File: config.mk
export PLATFORM = sky130hd
export DESIGN_NAME = cce_top
export DESIGN_NICKNAME = d
export VERILOG_FILES = /design/src/cce_eval.v /design/src/cce_top.v
export VERILOG_INCLUDE_DIRS = /design/src
export SDC_FILE = /design/constraint.sdc
export NUM_CORES = 1
export LEC_CHECK = 0
export ABC_CLOCK_PERIOD_IN_PS = 4460
export BUFFER_PORTS_ARGS = -buffer_cell sky130_fd_sc_hd__buf_2
export CAP_MARGIN = 20
export CORE_ASPECT_RATIO = 1.1
export CORE_MARGIN = 2
export CORE_UTILIZATION = 50
export CTS_CLUSTER_DIAMETER = 200
export CTS_CLUSTER_SIZE = 10
export DETAILED_ROUTE_END_ITERATION = 7
export GPL_TIMING_DRIVEN = 0
export PLACE_DENSITY = 0.79
export SLEW_MARGIN = 20
export SYNTH_ARGS = -nofsm -noshare
export SYNTH_HDL_FRONTEND = slang
export SYNTH_HIERARCHICAL = 1
export SYNTH_SLANG_ARGS = --single-unit
File: constraint.sdc
create_clock -name pclk -period 4.46 [get_ports pclk]
set_input_delay 0.223 -clock pclk [delete_from_list [all_inputs] [get_ports pclk]]
set_output_delay 0.223 -clock pclk [all_outputs]
set_load 0.02 [all_outputs]
File: src/cce_defs.vh
// Constants for the condition code evaluator and its register slave
`ifndef CCE_DEFS_VH
`define CCE_DEFS_VH

// Condition subcodes, low four bits appended to the main opcode
`define CCE_CODE_W 4
`define CCE_CC_OVF 4'h0
`define CCE_CC_NO_OVF 4'h1
`define CCE_CC_BELOW 4'h2
`define CCE_CC_NOT_BELOW 4'h3
`define CCE_CC_EQUAL 4'h4
`define CCE_CC_NOT_EQUAL 4'h5
`define CCE_CC_BELOW_EQ 4'h6
`define CCE_CC_ABOVE 4'h7
`define CCE_CC_SIGN 4'h8
`define CCE_CC_NO_SIGN 4'h9
`define CCE_CC_PARITY 4'ha
`define CCE_CC_NO_PARITY 4'hb
`define CCE_CC_LESS 4'hc
`define CCE_CC_GREATER_EQ 4'hd
`define CCE_CC_LESS_EQ 4'he
`define CCE_CC_GREATER 4'hf
// Alternate names for the same tests share one subcode
`define CCE_CC_NOT_ABOVE_NOR_EQ `CCE_CC_BELOW
`define CCE_CC_ABOVE_EQ `CCE_CC_NOT_BELOW
`define CCE_CC_ZERO `CCE_CC_EQUAL
`define CCE_CC_NOT_ZERO `CCE_CC_NOT_EQUAL
`define CCE_CC_NOT_ABOVE `CCE_CC_BELOW_EQ
`define CCE_CC_PARITY_EVEN `CCE_CC_PARITY
`define CCE_CC_PARITY_ODD `CCE_CC_NO_PARITY
`define CCE_CC_NOT_GREATER_EQ `CCE_CC_LESS
`define CCE_CC_NOT_LESS `CCE_CC_GREATER_EQ
`define COND_LESS_OR_EQUAL `CCE_CC_LESS_EQ
`define COND_NOT_GREATER `CCE_CC_LESS_EQ
`define CCE_NUM_CODES 16

// Flag vector layout
`define CCE_FLAG_W 5
`define CCE_FLAG_CARRY 0
`define CCE_FLAG_OVF 1
`define CCE_FLAG_SIGN 2
`define CCE_FLAG_ZERO 3
`define CCE_FLAG_PARITY 4

// Register byte offsets
`define CCE_ADDR_W 8
`define CCE_OFS_CTRL 8'h00
`define CCE_OFS_SW_FLAGS 8'h04
`define CCE_OFS_SW_CODE 8'h08
`define CCE_OFS_RESULT 8'h0c
`define CCE_OFS_VECTOR 8'h10
`define CCE_OFS_TRUE_CNT 8'h14
`define CCE_OFS_EVAL_CNT 8'h18

// Control register fields
`define CCE_CTRL_ENABLE 0
`define CCE_CTRL_SW_FLAGS 1
`define CCE_CTRL_SW_CODE 2
`define CCE_CTRL_W 3
`define CCE_CTRL_RST 3'h1

// Result register fields
`define CCE_RES_TRUE 0
`define CCE_RES_VALID 1
`define CCE_RES_CODE_LO 8
`define CCE_RES_FLAGS_LO 16

// Register select one-hot indices
`define CCE_SEL_W 7
`define CCE_SEL_CTRL 0
`define CCE_SEL_SW_FLAGS 1
`define CCE_SEL_SW_CODE 2
`define CCE_SEL_RESULT 3
`define CCE_SEL_VECTOR 4
`define CCE_SEL_TRUE_CNT 5
`define CCE_SEL_EVAL_CNT 6

`endif

File: src/cce_eval.v
// Combinational evaluator of one condition subcode against the flags
`timescale 1ns/1ns
`include "cce_defs.vh"

module cce_eval (
    input wire [3:0] code,
    input wire [4:0] flags,
    output reg result
);

    wire cf;
    wire of;
    wire sf;
    wire zf;
    wire pf;
    wire lt;

    // Only the five status flags feed the
    assign cf = flags[`CCE_FLAG_CARRY];
    assign of = flags[`CCE_FLAG_OVF];
    assign sf = flags[`CCE_FLAG_SIGN];
    assign zf = flags[`CCE_FLAG_ZERO];
    assign pf = flags[`CCE_FLAG_PARITY];
    // Signed order comes from sign against overflow
    assign lt = sf ^ of;

    // Pure mux, no storage: valid in the same cycle as its inputs
    always @* begin
        case (code)
            `CCE_CC_OVF: result = of;
            `CCE_CC_NO_OVF: result = ~of;
            `CCE_CC_BELOW: result = cf;
            `CCE_CC_NOT_BELOW: result = ~cf;
            `CCE_CC_EQUAL: result = zf;
            `CCE_CC_NOT_EQUAL: result = ~zf;
            `CCE_CC_BELOW_EQ: result = cf | zf;
            `CCE_CC_ABOVE: result = ~(cf | zf);
            `CCE_CC_SIGN: result = sf;
            `CCE_CC_NO_SIGN: result = ~sf;
            `CCE_CC_PARITY: result = pf;
            `CCE_CC_NO_PARITY: result = ~pf;
            `CCE_CC_LESS: result = lt;
            `CCE_CC_GREATER_EQ: result = ~lt;
            `CCE_CC_LESS_EQ: result = lt | zf;
            `CCE_CC_GREATER: result = ~(lt | zf);
            default: result = 1'b0;
        endcase
    end

endmodule // cce_eval

File: src/cce_top.v
// Condition code evaluator with an APB register slave
//
// The APB slave port and the register offsets are this design's own decisions.
`timescale 1ns/1ns
`include "cce_defs.vh"

// Notes on behaviour
// - Tests use only carry, overflow, sign, zero, parity
// - Four-bit subcode selects one of sixteen tests
// - 0000 overflow set, 0001 overflow clear
// - 0100 zero set, 0101 zero clear
// - Sign set/clear 1000/1001, parity 1010/1011
// - 0010 carry set, 0011 carry clear
// - 0110 carry or zero, 0111 neither
// - 1100 sign differs overflow, 1101 equal
// - 1110 sign differs overflow, or zero
// - 1111 sign equals overflow and zero clear
// - Alternate names share subcode and result
// - Above and below use carry, zero
// - Greater and less use sign, overflow, zero

module cce_top #(
    parameter ADDR_W = `CCE_ADDR_W,
    parameter CNT_W = 32
) (
    input wire pclk,
    input wire presetn,
    input wire [ADDR_W-1:0] paddr,
    input wire psel,
    input wire penable,
    input wire pwrite,
    input wire [31:0] pwdata,
    output wire [31:0] prdata,
    output wire pready,
    output wire pslverr,
    input wire [3:0] subcode_in,
    input wire cond_req,
    input wire carry_flag,
    input wire overflow_flag,
    input wire sign_flag,
    input wire zero_flag,
    input wire parity_flag,
    output wire cond_true_q,
    output wire cond_valid_q,
    output wire [`CCE_NUM_CODES-1:0] cond_vector_q
);

    // Slave handshake states, one-hot
    localparam [1:0] ST_IDLE = 2'b01;
    localparam [1:0] ST_ACK = 2'b10;

    reg [1:0] state_q;
    reg [1:0] state_d;
    reg pready_q;
    reg pslverr_q;
    reg [31:0] prdata_q;
    reg [`CCE_CTRL_W-1:0] ctrl_q;
    reg [`CCE_FLAG_W-1:0] sw_flags_q;
    reg [3:0] sw_code_q;
    reg res_true_q;
    reg res_valid_q;
    reg [3:0] res_code_q;
    reg [`CCE_FLAG_W-1:0] res_flags_q;
    reg [`CCE_NUM_CODES-1:0] vector_q;
    reg [CNT_W-1:0] true_cnt_q;
    reg [CNT_W-1:0] true_cnt_d;
    reg [CNT_W-1:0] eval_cnt_q;
    reg [CNT_W-1:0] eval_cnt_d;
    reg [31:0] rdata_d;

    wire [`CCE_FLAG_W-1:0] pin_flags;
    wire [`CCE_FLAG_W-1:0] eff_flags;
    wire [3:0] eff_code;
    wire eff_result;
    wire [`CCE_NUM_CODES-1:0] all_results;
    wire [`CCE_SEL_W-1:0] sel;
    wire setup;
    wire wr_fire;
    wire eval_fire;
    wire enabled;

    // Decodes a byte address into a one-hot register select
    function [`CCE_SEL_W-1:0] reg_select;
        input [ADDR_W-1:0] addr;
        begin
            reg_select = {`CCE_SEL_W{1'b0}};
            case (addr)
                `CCE_OFS_CTRL: reg_select[`CCE_SEL_CTRL] = 1'b1;
                `CCE_OFS_SW_FLAGS: reg_select[`CCE_SEL_SW_FLAGS] = 1'b1;
                `CCE_OFS_SW_CODE: reg_select[`CCE_SEL_SW_CODE] = 1'b1;
                `CCE_OFS_RESULT: reg_select[`CCE_SEL_RESULT] = 1'b1;
                `CCE_OFS_VECTOR: reg_select[`CCE_SEL_VECTOR] = 1'b1;
                `CCE_OFS_TRUE_CNT: reg_select[`CCE_SEL_TRUE_CNT] = 1'b1;
                `CCE_OFS_EVAL_CNT: reg_select[`CCE_SEL_EVAL_CNT] = 1'b1;
                default: reg_select = {`CCE_SEL_W{1'b0}};
            endcase
        end
    endfunction

    // True when an address hits a register that software may write
    function writable;
        input [`CCE_SEL_W-1:0] s;
        begin
            writable = s[`CCE_SEL_CTRL] | s[`CCE_SEL_SW_FLAGS] |
                       s[`CCE_SEL_SW_CODE] | s[`CCE_SEL_TRUE_CNT] |
                       s[`CCE_SEL_EVAL_CNT];
        end
    endfunction

    // Gather the pin flags into one vector
    assign pin_flags = {parity_flag, zero_flag, sign_flag,
                        overflow_flag, carry_flag};

    // Software may replace flags or code, handy for bring-up checks
    assign eff_flags = ctrl_q[`CCE_CTRL_SW_FLAGS] ? sw_flags_q : pin_flags;
    assign eff_code = ctrl_q[`CCE_CTRL_SW_CODE] ? sw_code_q : subcode_in;
    assign enabled = ctrl_q[`CCE_CTRL_ENABLE];

    // Evaluator for the selected subcode
    cce_eval u_eval (
        .code(eff_code),
        .flags(eff_flags),
        .result(eff_result)
    );

    // One evaluator per subcode gives a full view of all sixteen tests
    genvar gi;
    generate
        for (gi = 0; gi < `CCE_NUM_CODES; gi = gi + 1) begin : g_all
            // A genvar cannot be part-selected, so size it here
            localparam [`CCE_CODE_W-1:0] ONE_CODE = gi;
            cce_eval u_one (
                .code(ONE_CODE),
                .flags(eff_flags),
                .result(all_results[gi])
            );
        end
    endgenerate

    // APB phases
    assign sel = reg_select(paddr);
    assign setup = psel & ~penable;
    assign wr_fire = psel & penable & pready_q & pwrite;
    // Evaluation needs a request from the decoder, or software forcing
    assign eval_fire = enabled & (cond_req | ctrl_q[`CCE_CTRL_SW_CODE]);

    // Next state of the slave handshake
    always @* begin
        state_d = state_q;
        case (state_q)
            ST_IDLE: begin
                if (setup) begin
                    state_d = ST_ACK;
                end
            end
            ST_ACK: begin
                state_d = ST_IDLE;
            end
            default: state_d = ST_IDLE;
        endcase
    end

    // Read data mux, sampled during setup so it stands in the access phase
    always @* begin
        rdata_d = 32'h0000_0000;
        if (sel[`CCE_SEL_CTRL]) begin
            rdata_d[`CCE_CTRL_W-1:0] = ctrl_q;
        end
        if (sel[`CCE_SEL_SW_FLAGS]) begin
            rdata_d[`CCE_FLAG_W-1:0] = sw_flags_q;
        end
        if (sel[`CCE_SEL_SW_CODE]) begin
            rdata_d[3:0] = sw_code_q;
        end
        if (sel[`CCE_SEL_RESULT]) begin
            rdata_d[`CCE_RES_TRUE] = res_true_q;
            rdata_d[`CCE_RES_VALID] = res_valid_q;
            rdata_d[`CCE_RES_CODE_LO+3:`CCE_RES_CODE_LO] = res_code_q;
            rdata_d[`CCE_RES_FLAGS_LO+`CCE_FLAG_W-1:`CCE_RES_FLAGS_LO] =
                res_flags_q;
        end
        if (sel[`CCE_SEL_VECTOR]) begin
            rdata_d[`CCE_NUM_CODES-1:0] = vector_q;
        end
        if (sel[`CCE_SEL_TRUE_CNT]) begin
            rdata_d[CNT_W-1:0] = true_cnt_q;
        end
        if (sel[`CCE_SEL_EVAL_CNT]) begin
            rdata_d[CNT_W-1:0] = eval_cnt_q;
        end
    end

    // Handshake and answer registers; zero wait states after setup
    always @(posedge pclk or negedge presetn) begin
        if (!presetn) begin
            state_q <= ST_IDLE;
            pready_q <= 1'b0;
            pslverr_q <= 1'b0;
            prdata_q <= 32'h0000_0000;
        end else begin
            state_q <= state_d;
            pready_q <= 1'b0;
            pslverr_q <= 1'b0;
            if (state_q == ST_IDLE && setup) begin
                pready_q <= 1'b1;
                // Unmapped, or a write to a read-only register, errors
                pslverr_q <= pwrite ? ~writable(sel) : ~(|sel);
                prdata_q <= pwrite ? 32'h0000_0000 : rdata_d;
            end else if (state_q == ST_ACK) begin
                prdata_q <= 32'h0000_0000;
            end
        end
    end

    // Software-written control and override registers
    always @(posedge pclk or negedge presetn) begin
        if (!presetn) begin
            ctrl_q <= `CCE_CTRL_RST;
            sw_flags_q <= {`CCE_FLAG_W{1'b0}};
            sw_code_q <= 4'h0;
        end else if (wr_fire) begin
            if (sel[`CCE_SEL_CTRL]) begin
                ctrl_q <= pwdata[`CCE_CTRL_W-1:0];
            end
            if (sel[`CCE_SEL_SW_FLAGS]) begin
                sw_flags_q <= pwdata[`CCE_FLAG_W-1:0];
            end
            if (sel[`CCE_SEL_SW_CODE]) begin
                sw_code_q <= pwdata[3:0];
            end
        end
    end

    // Capture each evaluation for the consumer and for software
    always @(posedge pclk or negedge presetn) begin
        if (!presetn) begin
            res_true_q <= 1'b0;
            res_valid_q <= 1'b0;
            res_code_q <= 4'h0;
            res_flags_q <= {`CCE_FLAG_W{1'b0}};
        end else begin
            res_valid_q <= eval_fire;
            if (eval_fire) begin
                res_true_q <= eff_result;
                res_code_q <= eff_code;
                res_flags_q <= eff_flags;
            end
        end
    end

    // All sixteen results follow the flags every cycle
    always @(posedge pclk or negedge presetn) begin
        if (!presetn) begin
            vector_q <= {`CCE_NUM_CODES{1'b0}};
        end else begin
            vector_q <= all_results;
        end
    end

    // Counters: an evaluation in the clearing cycle still counts once
    always @* begin
        true_cnt_d = true_cnt_q;
        eval_cnt_d = eval_cnt_q;
        if (wr_fire && sel[`CCE_SEL_TRUE_CNT]) begin
            true_cnt_d = {CNT_W{1'b0}};
        end
        if (wr_fire && sel[`CCE_SEL_EVAL_CNT]) begin
            eval_cnt_d = {CNT_W{1'b0}};
        end
        if (eval_fire) begin
            eval_cnt_d = eval_cnt_d + {{(CNT_W-1){1'b0}}, 1'b1};
            if (eff_result) begin
                true_cnt_d = true_cnt_d + {{(CNT_W-1){1'b0}}, 1'b1};
            end
        end
    end

    // Counter storage; wraps silently, software reads and clears
    always @(posedge pclk or negedge presetn) begin
        if (!presetn) begin
            true_cnt_q <= {CNT_W{1'b0}};
            eval_cnt_q <= {CNT_W{1'b0}};
        end else begin
            true_cnt_q <= true_cnt_d;
            eval_cnt_q <= eval_cnt_d;
        end
    end

    // Outputs straight from flip-flops
    assign prdata = prdata_q;
    assign pready = pready_q;
    assign pslverr = pslverr_q;
    assign cond_true_q = res_true_q;
    assign cond_valid_q = res_valid_q;
    assign cond_vector_q = vector_q;

endmodule // cce_top

==> out/summary.txt <==
P per Cell Area: 269 mW/mm²
Dpl cells: 1637
FILL cells: 1628
Drt first pass iters: 5
Worst Hold Class: in -> reg
Gr ovfl total: 0
Max Root-Sink Buffers: 2
DIE AREA: 0.0202 mm²
Rel. slew slack: 0.258
Layout Skew: 0.00850 ns
Static leakage: 5.43 nW
Vias in the first global route: 8665
Rows: 53
First-pass GRT wire length: 42.8 mm
Global routing's busiest layer: met2
Commonest non-fill, non-tap cells in the layout: conb_1 (224), dfrtp_1 (137), nand2_1 (132), xnor2_1 (82), buf_2 (78)
# nets final: 1466
Root Driver: clkbuf_16
Average wire per standard cell: 16.0 µm
Met3 Usage GRT: 0.0673
GPL Wtd Cong: 1.00
Die width: 136 µm
Pin count of the biggest net entering global routing: 71
Post-Route Utilization: 0.623
Worst-Margin Slew: 1.10 ns
Critical path type: reg -> reg
DP Area: 0.0112 mm²
Worst Setup Start Kind: register
Yosys warnings: 6
PortBufs: 78
Final setup vio count: 0
Num CTS Buffers: 17
Largest cells by area after synthesis: dfrtp_1 (36%), xnor2_1 (7.5%), nand2_1 (5.2%)
Final WL: 26.7 mm
Endpoint class of the critical path: register
Via/cell ratio: 5.52
Vias: 9220
EDFF count, synth: 0
H-tree depth: 4
Reg clk slew, reported paths: 0.06 ns
Final Hold Fails: 0
Max-Cap Viols: 0
Fin crit share: 0.945
Clock latency on the worst-skew pair: 0.42 ns
Setup_tns: 0 ns
Hold slack: 0.0369 ns
All-Layer GR Usage: 0.267
Share of the synthesized area in the top cell type: 0.359
Synthesized area: 0.00956 mm²
Status: finished clean
Dpl hpwl: 19.2 mm
Data required, critical path: 4.80 ns
Starting Density: 0.506
Setup ws final: 0.245 ns
Share of layout cells above drive strength 1: 0.149
Seq cells post-synth: 139
Ys flop type: dfrtp_1
Iteration-0 DRC Markers: 759
Dominant cell type by area after synthesis: dfrtp_1
Final Cell Area: 0.0118 mm²
Max-slew violations: 0
Setup bufs post-CTS: 0
Clock Sinks: 139
Antenna violations before repair: 0
Post-Layout Cell Count: 1669
Unique cell type count in the Yosys netlist: 56
Fmax achieved: 237 MHz
Dpl ws: 0.102 ns
Grt met1 use: 0.333
Max IR drop VDD: 193 µV
CTS tree: done
CP max FO: 33
Synth Instances: 1087
CP arrival: 4.56 ns
Core Footprint: 0.0189 mm²
DRC Markers: 0
Total power: 3.17 mW
Commonest non-fill, non-tap cell in the layout: conb_1
Tmin final: 4.22 ns
M2 GR Usage: 0.443
Die height: 149 µm
Mean area per synthesized cell: 8.80 µm²
Sequential-to-total area share from yosys stat: 0.364
Inserted Diodes: 0
Routed Antenna Nets: 0
RSZ-0062 raised after global routing: false
Io pins: 107
Layout area overhead: 23.2%
Async S/R FF share, synth: 1.00
where the power goes:
part	switching, mW	internal (mW)	leakage, nW	total, mW
sequential	0.0257	1.29	1.87	1.31
combinational	0.290	0.194	3.28	0.484
clock	0.524	0.845	0.284	1.37
critical path: stages, from the launching register on:
cell       delay, ns
dfrtp_1         0.54
mux2_2          0.60
buf_12          0.26
xnor2_1         0.13
a2111oi_0       0.39
o22ai_1         0.12
nand3_1         0.24
nand3_1         0.19
or2_2           0.33
clkbuf_1        0.20
or4_1           0.42
buf_2           0.18
or3_1           0.36
a21oi_1         0.15
flip-flops by register name (all words and copies together), names as in the netlist, 2 cells and up:
name           cells
cond_vector_q     16
prdata            32
state_q            2
ctrl_q             3
sw_code_q          4
res_code_q         4
sw_flags_q         5
true_cnt_q        32
eval_cnt_q        32
res_flags_q        5
synth_stat cells (all sizes together) (5+ instances only):
library cell	instances
dfrtp	137
nand2	132
xnor2	82
nor2	73
nand3	71
clkbuf	48
o21ai	45
a21oi	43
mux2	39
a2111oi	34
nand4	22
or2	22
or4	22
buf	20
o22ai	20
inv	19
nand3b	19
xor2	19
a211oi	18
mux2i	18
a211o	17
and3b	17
nand4b	17
nor3	17
a22oi	16
and3	12
or3	12
nor4	11
and2	10
o221ai	7
and4	6
a221oi	5
o31ai	5
logic make-up (layout without fill, tap and decap cells):
logic type	after synthesis	count (layout)	synth area share
AO/OA/AOI/OAI	225	225	0.161
XOR/XNOR	101	101	0.0925
adder cells (fa/ha/maj)	2	2	0.00262
buffers and inverters	87	200	0.0436
flip-flops	139	139	0.364
multiplexers	57	57	0.0714
other	2	224	0.000785
AND/OR/NAND/NOR	474	474	0.264
routing by layer:
metal  wire (µm)  up-vias
met5           0        -
met4        1010        0
met3        1730       74
met2       12900      332
met1       11000     4384
li1            -     4430
final cells by class:
cell class,instances,area (µm²),share of cell area
buffer,67,342,0.0290
clock buffer,23,468,0.0397
clock inverter,9,95.1,0.00807
inverter,19,71.3,0.00606
multi-input combinational,1083,6530,0.555
sequential,139,3480,0.296
tap,247,309,0.0262
timing repair buffer,82,478,0.0406
timing repair:
action	4_1_cts	5_1_grt
setup endpoints to repair	0	6
gates resized for setup	0	2
hold buffers	1	0
endpoints found under the hold margin	67	0
worst paths after layout:
path	start	depth (start not counted)	end	slack, ns
setup / recovery	ctrl_q[1]	13	true_cnt_q[31]	0.24
hold / removal	pwdata[0]	3	sw_code_q[0]	0.04
setup reg to reg	ctrl_q[1]	13	true_cnt_q[31]	0.24
hold reg to reg	res_flags_q[2]	2	res_flags_q[2]	0.47
max in group asynchronous	presetn	3	prdata[12]	3.37
min in group asynchronous	presetn	2	true_cnt_q[17]	0.36
Power figures use the tool's default switching activity.
